### config.mk
export PLATFORM = sky130hd
export DESIGN_NAME = bfs_top
export DESIGN_NICKNAME = d
export VERILOG_FILES = /design/src/bfs_pkg.sv /design/src/bfs_pset_mem.sv /design/src/bfs_tick.sv /design/src/bfs_top.sv
export SDC_FILE = /design/constraint.sdc
export NUM_CORES = 1
export LEC_CHECK = 0
export ABC_AREA = 1
export BUFFER_PORTS_ARGS = -buffer_cell sky130_fd_sc_hd__clkbuf_2
export CAP_MARGIN = 0
export CELL_PAD_IN_SITES_DETAIL_PLACEMENT = 1
export CELL_PAD_IN_SITES_GLOBAL_PLACEMENT = 2
export CORE_UTILIZATION = 37
export DETAILED_ROUTE_END_ITERATION = 10
export PLACE_DENSITY = 0.87
export SLEW_MARGIN = 10
export SYNTH_ARGS = -nofsm -noshare
export SYNTH_HDL_FRONTEND = slang
export SYNTH_SLANG_ARGS = --single-unit
### constraint.sdc
create_clock -name pclk -period 3.3 [get_ports pclk]
set_input_delay 0.66 -clock pclk [delete_from_list [all_inputs] [get_ports pclk]]
set_output_delay 0.66 -clock pclk [all_outputs]
set_load 0.005 [all_outputs]
### src/bfs_pkg.sv
// Purpose: Shared constants for the breaker failure supervision block.
// Assumes: APB with 32-bit data and an 8-bit byte address.
// Notes: Every offset; control, set and interrupt fields; the configuration reset values; the tick base.
package bfs_pkg;

    // Time base: the supervision timer counts ticks of this period.
    localparam int unsigned CLK_PERIOD_NS = 10;
    localparam int unsigned TICK_PERIOD_NS = 1000;
    localparam int unsigned TICK_CYCLES = TICK_PERIOD_NS / CLK_PERIOD_NS;

    ////////////////////////////////////////////////////////////////////////
    localparam int unsigned ADDR_W = 8;
    localparam logic [7:0] ADDR_CTRL = 8'h00;
    localparam logic [7:0] ADDR_ACTIVE = 8'h04;
    localparam logic [7:0] ADDR_STATUS = 8'h08;
    localparam logic [7:0] ADDR_IRQ_STAT = 8'h0c;
    localparam logic [7:0] ADDR_IRQ_MASK = 8'h10;
    localparam logic [7:0] ADDR_ACK = 8'h14;
    localparam logic [7:0] ADDR_SET_BASE = 8'h20;
    localparam logic [7:0] ADDR_SET_MASK = 8'hf0;

    // Control register fields.
    localparam int unsigned CTRL_METHOD_LSB = 0;
    localparam int unsigned CTRL_INSEL_BIT = 2;
    localparam int unsigned CTRL_WIDEF_BIT = 3;
    localparam logic [1:0] CTRL_METHOD_RESET = 2'h0;
    localparam logic CTRL_INSEL_RESET = 1'b1;
    localparam logic CTRL_WIDEF_RESET = 1'b0;

    // Failure detection methods.
    localparam logic [1:0] METHOD_CURRENT = 2'h0;
    localparam logic [1:0] METHOD_POSITION = 2'h1;
    localparam logic [1:0] METHOD_COMBINED = 2'h2;

    // Parameter sets: four words, time in the low half, threshold high.
    localparam int unsigned SET_COUNT = 4;
    localparam int unsigned SET_TIME_LSB = 0;
    localparam int unsigned SET_THR_LSB = 16;
    localparam int unsigned SET_FIELD_W = 16;
    localparam logic [31:0] SET_RESET = 32'h0100_0064;
    localparam logic [1:0] ACTIVE_RESET = 2'h0;

    // Interrupt status and mask bits.
    localparam int unsigned IRQ_W = 3;
    localparam int unsigned IRQ_TRIP = 0;
    localparam int unsigned IRQ_REJECT = 1;
    localparam int unsigned IRQ_START = 2;
    localparam logic [2:0] IRQ_MASK_RESET = 3'h0;

    localparam int unsigned ACK_BIT = 0;

    typedef enum logic [1:0] {
        ST_STANDBY,
        ST_RUNNING,
        ST_TRIPPED,
        ST_REJECTED
    } bfs_state_t;

endpackage

### src/bfs_pset_mem.sv
// Purpose: Storage for the four parameter sets, two registered reads.
// Assumes: Port a serves the bus, port b serves the active set.
// Notes: Read data appear one clock after the address.
module bfs_pset_mem
    import bfs_pkg::*;
#(
    parameter int unsigned DEPTH = SET_COUNT,
    parameter int unsigned AW = 2
)
(
    input wire logic pclk,
    input wire logic presetn,
    input wire logic we,
    input wire logic [AW-1:0] waddr,
    input wire logic [31:0] wdata,
    input wire logic [AW-1:0] raddr_a,
    output logic [31:0] rdata_a,
    input wire logic [AW-1:0] raddr_b,
    output logic [31:0] rdata_b
);
    logic [31:0] mem [DEPTH];

    always_ff @(posedge pclk or negedge presetn)
    begin
        if (!presetn)
        begin
            for (int i = 0; i < DEPTH; i++)
                mem[i] <= SET_RESET;
            rdata_a <= '0;
            rdata_b <= '0;
        end
        else
        begin
            if (we)
                mem[waddr] <= wdata;
            rdata_a <= mem[raddr_a];
            rdata_b <= mem[raddr_b];
        end
    end
endmodule

### src/bfs_tick.sv
// Purpose: Prescaler that gives a one-cycle tick every DIV clocks.
// Assumes: Single clock pclk, asynchronous active-low reset.
// Notes: The tick is the only time base of the supervision timer.
module bfs_tick
    import bfs_pkg::*;
#(
    parameter int unsigned DIV = TICK_CYCLES
)
(
    input wire logic pclk,
    input wire logic presetn,
    output logic tick
);
    localparam int unsigned CW = (DIV > 1) ? $clog2(DIV) : 1;

    typedef struct packed {
        logic [CW-1:0] cnt;
        logic tick;
    } bfs_tick_t;

    bfs_tick_t r;
    bfs_tick_t next_r;

    always_comb
    begin
        next_r = r;
        next_r.tick = (r.cnt == CW'(DIV - 1));
        next_r.cnt = next_r.tick ? '0 : r.cnt + CW'(1);
    end

    always_ff @(posedge pclk or negedge presetn)
    begin
        if (!presetn)
            r <= '0;
        else
            r <= next_r;
    end

    assign tick = r.tick;
endmodule

### src/bfs_top.sv
// Purpose: Breaker failure supervision with backup trip and lockout.
// Assumes: All inputs synchronous to pclk; APB slave with one wait state.
// Notes: Current magnitudes and the frequency flag come from outside.
//
// How it works
// - Software picks current, position or combined failure detection.
// - Current method fails when current is not below threshold at expiry.
// - Position method fails when position never showed open by expiry.
// - Combined method fails only with high current and no open position.
// - Off-nominal frequency blocks current; combined works as position.
// - A trigger starts the timer, which runs on after the trigger drops.
// - Timer expiry without a detected opening raises the backup trip.
// - Software picks the neutral-side or the terminal-side current input.
// - Supervision time and threshold come from the active one of four sets.
// - A detected opening per the chosen method stops the timer at once.
// - Opening seen while triggers stay active leads to the rejected state.
// - The rejected state returns to standby once all triggers drop.
// - A lockout latches with the backup trip and holds until acknowledged.
//
// Decided for this implementation: register access over APB and the address map.
module bfs_top
    import bfs_pkg::*;
#(
    parameter int unsigned TRIG_N = 4,
    parameter int unsigned CUR_W = 16,
    parameter int unsigned TICK_DIV = TICK_CYCLES
)
(
    input wire logic pclk,
    input wire logic presetn,
    input wire logic psel,
    input wire logic penable,
    input wire logic pwrite,
    input wire logic [ADDR_W-1:0] paddr,
    input wire logic [31:0] pwdata,
    output logic [31:0] prdata,
    output logic pready,
    output logic pslverr,
    input wire logic [TRIG_N-1:0] trigger,
    input wire logic [CUR_W-1:0] neutral_side_current_input,
    input wire logic [CUR_W-1:0] terminal_side_current_input,
    input wire logic breaker_open,
    input wire logic freq_off_nominal,
    output logic backup_trip,
    output logic lockout,
    output logic irq
);

    ////////////////////////////////////////////////////////////////////////
    typedef struct packed {
        bfs_state_t state;
        logic [SET_FIELD_W-1:0] timer;
        logic [1:0] method;
        logic in_sel;
        logic widef_en;
        logic [1:0] active;
        logic [IRQ_W-1:0] irq_stat;
        logic [IRQ_W-1:0] irq_mask;
        logic trip;
        logic lockout;
        logic irq;
        logic pready;
        logic pslverr;
        logic [31:0] prdata;
    } bfs_regs_t;

    bfs_regs_t r;
    bfs_regs_t next_r;

    logic tick;
    logic [31:0] set_bus;
    logic [31:0] set_act;
    logic mem_we;

    function automatic logic is_set_addr(input logic [ADDR_W-1:0] a);
        return (a & ADDR_SET_MASK) == ADDR_SET_BASE;
    endfunction

    function automatic logic is_known_addr(input logic [ADDR_W-1:0] a);
        return is_set_addr(a) || a == ADDR_CTRL || a == ADDR_ACTIVE ||
            a == ADDR_STATUS || a == ADDR_IRQ_STAT ||
            a == ADDR_IRQ_MASK || a == ADDR_ACK;
    endfunction

    ////////////////////////////////////////////////////////////////////////
    bfs_tick #(
        .DIV(TICK_DIV)
    ) u_tick (
        .pclk(pclk),
        .presetn(presetn),
        .tick(tick)
    );

    bfs_pset_mem #(
        .DEPTH(SET_COUNT),
        .AW(2)
    ) u_mem (
        .pclk(pclk),
        .presetn(presetn),
        .we(mem_we),
        .waddr(paddr[3:2]),
        .wdata(pwdata),
        .raddr_a(paddr[3:2]),
        .rdata_a(set_bus),
        .raddr_b(r.active),
        .rdata_b(set_act)
    );

    ////////////////////////////////////////////////////////////////////////
    // The bus handshake takes the write at the edge where pready is high.
    logic wr_done;
    logic any_trig;
    logic [SET_FIELD_W-1:0] set_time;
    logic [SET_FIELD_W-1:0] set_thr;
    logic [CUR_W-1:0] cur;
    logic cur_low;
    logic opened;

    assign wr_done = psel && penable && r.pready && pwrite;
    assign mem_we = wr_done && is_set_addr(paddr);
    assign any_trig = |trigger;
    assign set_time = set_act[SET_TIME_LSB +: SET_FIELD_W];
    assign set_thr = set_act[SET_THR_LSB +: SET_FIELD_W];
    assign cur = r.in_sel ? terminal_side_current_input
                          : neutral_side_current_input;
    assign cur_low = CUR_W'(set_thr) > cur;

    // Under off-nominal frequency the current measure is not trusted. A
    // blocked current method then never declares failure; the combined
    // method falls back to the position contacts alone.
    always_comb
    begin
        case (r.method)
            METHOD_CURRENT:
                opened = r.widef_en && freq_off_nominal
                    ? 1'b1 : cur_low;
            METHOD_POSITION:
                opened = breaker_open;
            METHOD_COMBINED:
                opened = r.widef_en && freq_off_nominal
                    ? breaker_open
                    : (cur_low || breaker_open);
            default:
                opened = cur_low || breaker_open;
        endcase
    end

    ////////////////////////////////////////////////////////////////////////
    always_comb
    begin
        logic [IRQ_W-1:0] ev;
        ev = '0;
        next_r = r;

        // Supervision sequence; all decisions are taken on a tick.
        case (r.state)
            ST_STANDBY:
                if (tick && any_trig)
                begin
                    next_r.state = ST_RUNNING;
                    next_r.timer = (set_time == '0) ? SET_FIELD_W'(1)
                                                    : set_time;
                    ev[IRQ_START] = 1'b1;
                end
            ST_RUNNING:
                if (tick)
                begin
                    if (opened)
                    begin
                        next_r.state = any_trig ? ST_REJECTED
                                                : ST_STANDBY;
                        ev[IRQ_REJECT] = any_trig;
                    end
                    else if (r.timer <= SET_FIELD_W'(1))
                    begin
                        next_r.state = ST_TRIPPED;
                        next_r.timer = '0;
                        next_r.trip = 1'b1;
                        ev[IRQ_TRIP] = 1'b1;
                    end
                    else
                        next_r.timer = r.timer - SET_FIELD_W'(1);
                end
            ST_TRIPPED:
                // The backup trip stands until every trigger has fallen.
                if (tick && !any_trig)
                begin
                    next_r.state = ST_STANDBY;
                    next_r.trip = 1'b0;
                end
            ST_REJECTED:
                if (tick && !any_trig)
                    next_r.state = ST_STANDBY;
            default:
                next_r.state = ST_STANDBY;
        endcase

        // Register writes.
        if (wr_done)
        begin
            case (paddr)
                ADDR_CTRL:
                begin
                    next_r.method = pwdata[CTRL_METHOD_LSB +: 2];
                    next_r.in_sel = pwdata[CTRL_INSEL_BIT];
                    next_r.widef_en = pwdata[CTRL_WIDEF_BIT];
                end
                ADDR_ACTIVE:
                    next_r.active = pwdata[1:0];
                ADDR_IRQ_STAT:
                    next_r.irq_stat = r.irq_stat & ~pwdata[IRQ_W-1:0];
                ADDR_IRQ_MASK:
                    next_r.irq_mask = pwdata[IRQ_W-1:0];
                ADDR_ACK:
                    if (pwdata[ACK_BIT])
                        next_r.lockout = 1'b0;
                default:
                    next_r.method = next_r.method;
            endcase
        end

        // A new event wins over a clear in the same cycle.
        next_r.irq_stat = next_r.irq_stat | ev;
        if (ev[IRQ_TRIP])
            next_r.lockout = 1'b1;
        next_r.irq = |(next_r.irq_stat & next_r.irq_mask);

        // Bus answer: one wait state, read data from a register.
        next_r.pready = psel && penable && !r.pready;
        next_r.pslverr = next_r.pready && !is_known_addr(paddr);
        next_r.prdata = '0;
        if (next_r.pready && !pwrite)
        begin
            if (is_set_addr(paddr))
                next_r.prdata = set_bus;
            else
            begin
                case (paddr)
                    ADDR_CTRL:
                        next_r.prdata = {28'h0000000, r.widef_en,
                            r.in_sel, r.method};
                    ADDR_ACTIVE:
                        next_r.prdata = {30'h0, r.active};
                    ADDR_STATUS:
                        next_r.prdata = {r.timer, 12'h000, r.lockout,
                            r.trip, r.state};
                    ADDR_IRQ_STAT:
                        next_r.prdata = {29'h0, r.irq_stat};
                    ADDR_IRQ_MASK:
                        next_r.prdata = {29'h0, r.irq_mask};
                    default:
                        next_r.prdata = '0;
                endcase
            end
        end
    end

    always_ff @(posedge pclk or negedge presetn)
    begin
        if (!presetn)
        begin
            r <= '0;
            r.state <= ST_STANDBY;
            r.method <= CTRL_METHOD_RESET;
            r.in_sel <= CTRL_INSEL_RESET;
            r.widef_en <= CTRL_WIDEF_RESET;
            r.active <= ACTIVE_RESET;
            r.irq_mask <= IRQ_MASK_RESET;
        end
        else
            r <= next_r;
    end

    assign prdata = r.prdata;
    assign pready = r.pready;
    assign pslverr = r.pslverr;
    assign backup_trip = r.trip;
    assign lockout = r.lockout;
    assign irq = r.irq;

    ////////////////////////////////////////////////////////////////////////
    chk_trip_sets_lock: assert property (
        @(posedge pclk) disable iff (!presetn)
        $rose(r.trip) |-> r.lockout)
        else $error("Lockout not raised with backup trip.");

    chk_lock_holds: assert property (
        @(posedge pclk) disable iff (!presetn)
        r.lockout && !(wr_done && paddr == ADDR_ACK && pwdata[ACK_BIT])
        |=> r.lockout)
        else $error("Lockout dropped without acknowledge.");

    chk_trig_starts: assert property (
        @(posedge pclk) disable iff (!presetn)
        r.state == ST_STANDBY && tick && any_trig
        |=> r.state == ST_RUNNING && r.timer != '0)
        else $error("Trigger did not start supervision.");

    chk_idle_between: assert property (
        @(posedge pclk) disable iff (!presetn)
        r.state == ST_RUNNING && !tick
        |=> r.state == ST_RUNNING && $stable(r.timer))
        else $error("Timer moved between ticks.");

    chk_no_restart: assert property (
        @(posedge pclk) disable iff (!presetn)
        r.state == ST_RUNNING && tick && !opened && r.timer > 1
        |=> r.state == ST_RUNNING && r.timer == $past(r.timer) - 1)
        else $error("Timer restarted or failed to count.");

    chk_expiry_trips: assert property (
        @(posedge pclk) disable iff (!presetn)
        r.state == ST_RUNNING && tick && !opened && r.timer == 1
        |=> r.trip && r.state == ST_TRIPPED)
        else $error("Expiry without opening gave no backup trip.");

    chk_open_stops: assert property (
        @(posedge pclk) disable iff (!presetn)
        r.state == ST_RUNNING && tick && opened
        |=> !r.trip && $stable(r.timer) &&
            r.state == ($past(any_trig) ? ST_REJECTED : ST_STANDBY))
        else $error("Detected opening did not stop the timer.");

    chk_reject_holds: assert property (
        @(posedge pclk) disable iff (!presetn)
        r.state == ST_REJECTED && any_trig |=> r.state == ST_REJECTED)
        else $error("Rejected state left while a trigger stands.");

    chk_reject_exit: assert property (
        @(posedge pclk) disable iff (!presetn)
        r.state == ST_REJECTED && tick && !any_trig
        |=> r.state == ST_STANDBY)
        else $error("Rejected state did not return to standby.");

    chk_trip_holds: assert property (
        @(posedge pclk) disable iff (!presetn)
        r.trip && any_trig |=> r.trip)
        else $error("Backup trip dropped while a trigger stands.");

    chk_wide_combined: assert property (
        @(posedge pclk) disable iff (!presetn)
        r.widef_en && freq_off_nominal && r.method == METHOD_COMBINED
        |-> opened == breaker_open)
        else $error("Combined method not reduced to position check.");

    chk_blocked_current: assert property (
        @(posedge pclk) disable iff (!presetn)
        r.state == ST_RUNNING && tick && r.widef_en && freq_off_nominal &&
        r.method == METHOD_CURRENT |=> r.state != ST_TRIPPED)
        else $error("Blocked current method raised a backup trip.");

    chk_irq_level: assert property (
        @(posedge pclk) disable iff (!presetn)
        ##1 irq == |(r.irq_stat & r.irq_mask))
        else $error("Interrupt output disagrees with status and mask.");
endmodule

==> impl_metrics.sql <==
INSERT INTO impl_metrics (metric_group, metric, value, unit) VALUES
('sta', 'relative_slew_slack', '21.7', '%'),
('synthesis', 'post_synth_xor_area_fraction', '0.998', '%'),
('sta', 'max_clock_freq', '0.329', 'GHz'),
('synthesis', 'post_synth.cell_area_avg', '8.92', 'µm²'),
('worst_setup_path', 'end_kind', 'flop', ''),
('floorplanning', 'core', '32600', 'µm²'),
('grt', 'antenna_found_initial', '1', ''),
('status', 'run_status', 'complete, no violations', ''),
('clocking', 'ctsHoldBuffers', '0', ''),
('layout', 'layout-drive-gt1-share', '17.4', '%'),
('sta', 'drv_slew', '0', ''),
('pwr', 'pwr-share-seq', '46.1', '%'),
('floorplanning', 'floorplan.die.width', '184', 'µm'),
('synthesis', 'synth_cell_area', '12300', 'µm²'),
('pwr', 'power.total', '7.25', 'mW'),
('clocking', 'clk_path_buf_depth', '3', ''),
('route', 'first_iter_violations', '609', ''),
('synthesis', 'synth.yosys.seq_area_share', '54.6', '%'),
('route', 'drt_first_pass_iters', '5', ''),
('synthesis', 'synth_fp_nets', '1479', ''),
('layout', 'finalNetCount', '1551', ''),
('clocking', 'clk_pin_slew_worst_paths', '0.06', 'ns'),
('route', 'drt_drc_violations_left', '0', ''),
('clocking', 'cts_buffers', '29', ''),
('synthesis', 'yosys-mux-area-fraction', '1.31', '%'),
('sta', 'rsz0062_at_grt', 'no', ''),
('route', 'routed-via-count', '10189', ''),
('clocking', 'worst_skew_pair.late_latency', '0.56', 'ns'),
('route', 'route.final.wire_length', '38.0', 'mm'),
('synthesis', 'synthAdderAreaFrac', '1.93', '%'),
('pwr', 'p_switching', '1.60', 'mW'),
('synthesis', 'post_synth_inst_count', '1377', ''),
('route', 'routed_via_density', '5.33', ''),
('worst_setup_path', 'setup.worst_path.start_class', 'flop', ''),
('pwr', 'clockPowerShare', '49.5', '%'),
('pwr', 'internal_power', '5.65', 'mW'),
('clocking', 'post_cts.repair.setup_buffers', '0', ''),
('pwr', 'worst_ir_drop_vdd', '396', 'µV'),
('synthesis', 'synth-seq-cells', '267', ''),
('floorplanning', 'die_footprint', '33900', 'µm²'),
('synthesis', 'synthSimpleGateAreaFrac', '16.8', '%'),
('floorplanning', 'floorplan.initialDensity', '37.7', '%'),
('layout', 'leading_cell_types_in_the_layout_fill_and_taps_excluded', 'sky130_fd_sc_hd__nand2_1 (323), sky130_fd_sc_hd__dfrtp_1 (249), sky130_fd_sc_hd__o21ai_1 (138)', ''),
('floorplanning', 'row_count', '66', ''),
('worst_setup_path', 'criticalPathCategory', 'flop to flop', ''),
('sta', 'period_minus_slack', '3.04', 'ns'),
('sta', 'setup_tns_final', '0', 'ns'),
('route', 'final_antenna_net_count', '0', ''),
('worst_setup_path', 'required', '3.78', 'ns'),
('clocking', 'clock_sink_count', '267', ''),
('pwr', 'power.density_cell_area', '512', 'nW/µm²'),
('place', 'place.detailed.hpwl', '25.4', 'mm'),
('sta', 'fin_crit_sh', '92.2', '%'),
('floorplanning', 'dieHeight', '184', 'µm'),
('sta', 'finalHoldViolations', '0', ''),
('place', 'gp_congestion', '0.905', ''),
('synthesis', 'synth-compound-area-share', '17.5', '%'),
('grt', 'grt.overflow.total', '0', ''),
('pwr', 'pwr-share-comb', '4.4', '%'),
('layout', 'insertedDiodeCount', '0', ''),
('synthesis', 'synth-main-ff-cell', 'sky130_fd_sc_hd__dfrtp_1', ''),
('sta', 'whs', '0.113', 'ns'),
('route', 'routed_wire_length_per_instance', '19.9', 'µm'),
('pwr', 'sw_frac_of_total', '22.1', '%'),
('worst_setup_path', 'critical-path-top-cell-by-count', 'sky130_fd_sc_hd__nand2_1', ''),
('grt', 'grt_max_degree', '81', ''),
('clocking', 'ctsHtreeMaxLevel', '1', ''),
('floorplanning', 'ioPinCount', '120', ''),
('grt', 'aggregate_global_route_resource_usage', '23.1', '%'),
('grt', 'grt_pass1_vias', '10809', ''),
('worst_setup_path', 'critPathArrivalTime', '3.52', 'ns');
[power by group through the flow]
stage | Combinational [mW] | Clock [mW] | Sequential [mW]
final | 0.322 | 3.59 | 3.34
after global routing | 0.364 | 3.79 | 3.34
after CTS | 0.329 | 3.67 | 3.34
after detailed placement | 0.328 | 0 | 3.40
after global placement | 0.318 | 0 | 3.40
after floorplan | 0.131 | 0 | 3.39
[Yosys cell counts, types with 2 or more instances]
cell / count / area, µm²
sky130_fd_sc_hd__nand2_1: 323 / 1210
sky130_fd_sc_hd__dfrtp_1: 250 / 6260
sky130_fd_sc_hd__o21ai_1: 138 / 691
sky130_fd_sc_hd__nor2_1: 110 / 413
sky130_fd_sc_hd__o21ai_0: 102 / 510
sky130_fd_sc_hd__inv_1: 70 / 263
sky130_fd_sc_hd__a22oi_1: 56 / 420
sky130_fd_sc_hd__clkbuf_1: 45 / 169
sky130_fd_sc_hd__a21oi_1: 33 / 165
sky130_fd_sc_hd__buf_4: 32 / 240
sky130_fd_sc_hd__o22ai_1: 32 / 200
sky130_fd_sc_hd__nand3_1: 22 / 110
sky130_fd_sc_hd__ha_1: 19 / 238
sky130_fd_sc_hd__buf_2: 18 / 90.1
sky130_fd_sc_hd__dfstp_2: 17 / 447
sky130_fd_sc_hd__mux2i_1: 15 / 150
sky130_fd_sc_hd__inv_2: 12 / 45.0
sky130_fd_sc_hd__xor2_1: 12 / 105
sky130_fd_sc_hd__o21ai_2: 10 / 87.6
sky130_fd_sc_hd__nand2_2: 7 / 43.8
sky130_fd_sc_hd__nand4_1: 6 / 37.5
sky130_fd_sc_hd__nor2_2: 5 / 31.3
sky130_fd_sc_hd__nor3_1: 5 / 25.0
sky130_fd_sc_hd__nor4_1: 5 / 31.3
sky130_fd_sc_hd__nor2_4: 4 / 45.0
sky130_fd_sc_hd__a31oi_1: 3 / 18.8
sky130_fd_sc_hd__buf_6: 3 / 33.8
sky130_fd_sc_hd__nor3_2: 3 / 30.0
sky130_fd_sc_hd__buf_1: 2 / 7.51
sky130_fd_sc_hd__o21bai_1: 2 / 15.0
sky130_fd_sc_hd__xnor2_1: 2 / 17.5
[cell type report]
class                      count  area [µm²]
clock inverter                16         268
multi-input combinational    927        4730
clock buffer                  36         792
inverter                      83         312
tap                          442         553
sequential                   267        6700
fill                        3776       18400
timing repair buffer         141         808
[metal layers]
| metal | vias to the layer above | GRT usage (%) | share of wire, % |
|---|---|---|---|
| li1 | 4722 | - | - |
| met1 | 5171 | 31.5 | 46 |
| met2 | 219 | 38.0 | 47 |
| met3 | 75 | 2.96 | 3.9 |
| met4 | 2 | 7.93 | 3.4 |
| met5 | - | 0 | 0.034 |
[per-stage QoR]
stage          instances  area, µm²  setup WS (ns)
6_report            1912      14200          0.258
5_1_grt             1912      14200        0.00909
4_1_cts             1912      14200          0.279
3_5_place_dp        1860      13100          0.286
3_3_place_gp        1860      13100          0.434
2_1_floorplan       1377      12300          0.576
[flip-flops by register name, indices dropped and copies added, names as in the netlist]
name / cells
backup_trip: 1
irq: 1
lockout: 1
prdata: 32
pready: 1
pslverr: 1
r: 30
u_mem.mem: 128
u_mem.rdata_a: 32
u_mem.rdata_b: 32
u_tick.r: 7
u_tick.tick: 1
[worst paths after layout]
path	startpoint	to	slack [ns]	depth (start not counted)
min in group pclk	pwdata[6]	u_mem.mem[102]$_DFFE_PN1P_	0.38	3
worst max-delay path	r[46]$_DFFE_PN1P_	r[58]$_DFFE_PN0P_	0.26	15
worst min register to register	u_tick.r[1]$_DFF_PN0_	u_tick.r[1]$_DFF_PN0_	0.46	1
worst max register to register	r[46]$_DFFE_PN1P_	r[58]$_DFFE_PN0P_	0.26	15
max in group asynchronous	presetn	u_mem.mem[38]$_DFFE_PN1P_	2.30	2
worst min-delay path	presetn	prdata[7]$_DFF_PN0_	0.11	1
[cells by family after synthesis]
group / count (synthesis)
flip-flops: 267
AND/OR/NAND/NOR: 497
buffers and inverters: 183
adder cells (fa/ha/maj): 19
XOR/XNOR: 14
AO/OA/AOI/OAI: 381
multiplexers: 16
[worst max-delay path, delay by kind of cell (launching register included)]
kind,cells,cell delay [ns]
buffers and inverters,1,0.41
AOI/OAI and AO/OA,2,0.21
adders and majority gates,1,0.27
muxes,1,0.28
and+or+nand+nor,10,0.89
DFF,1,0.88
(Power assumes the default switching activity.)
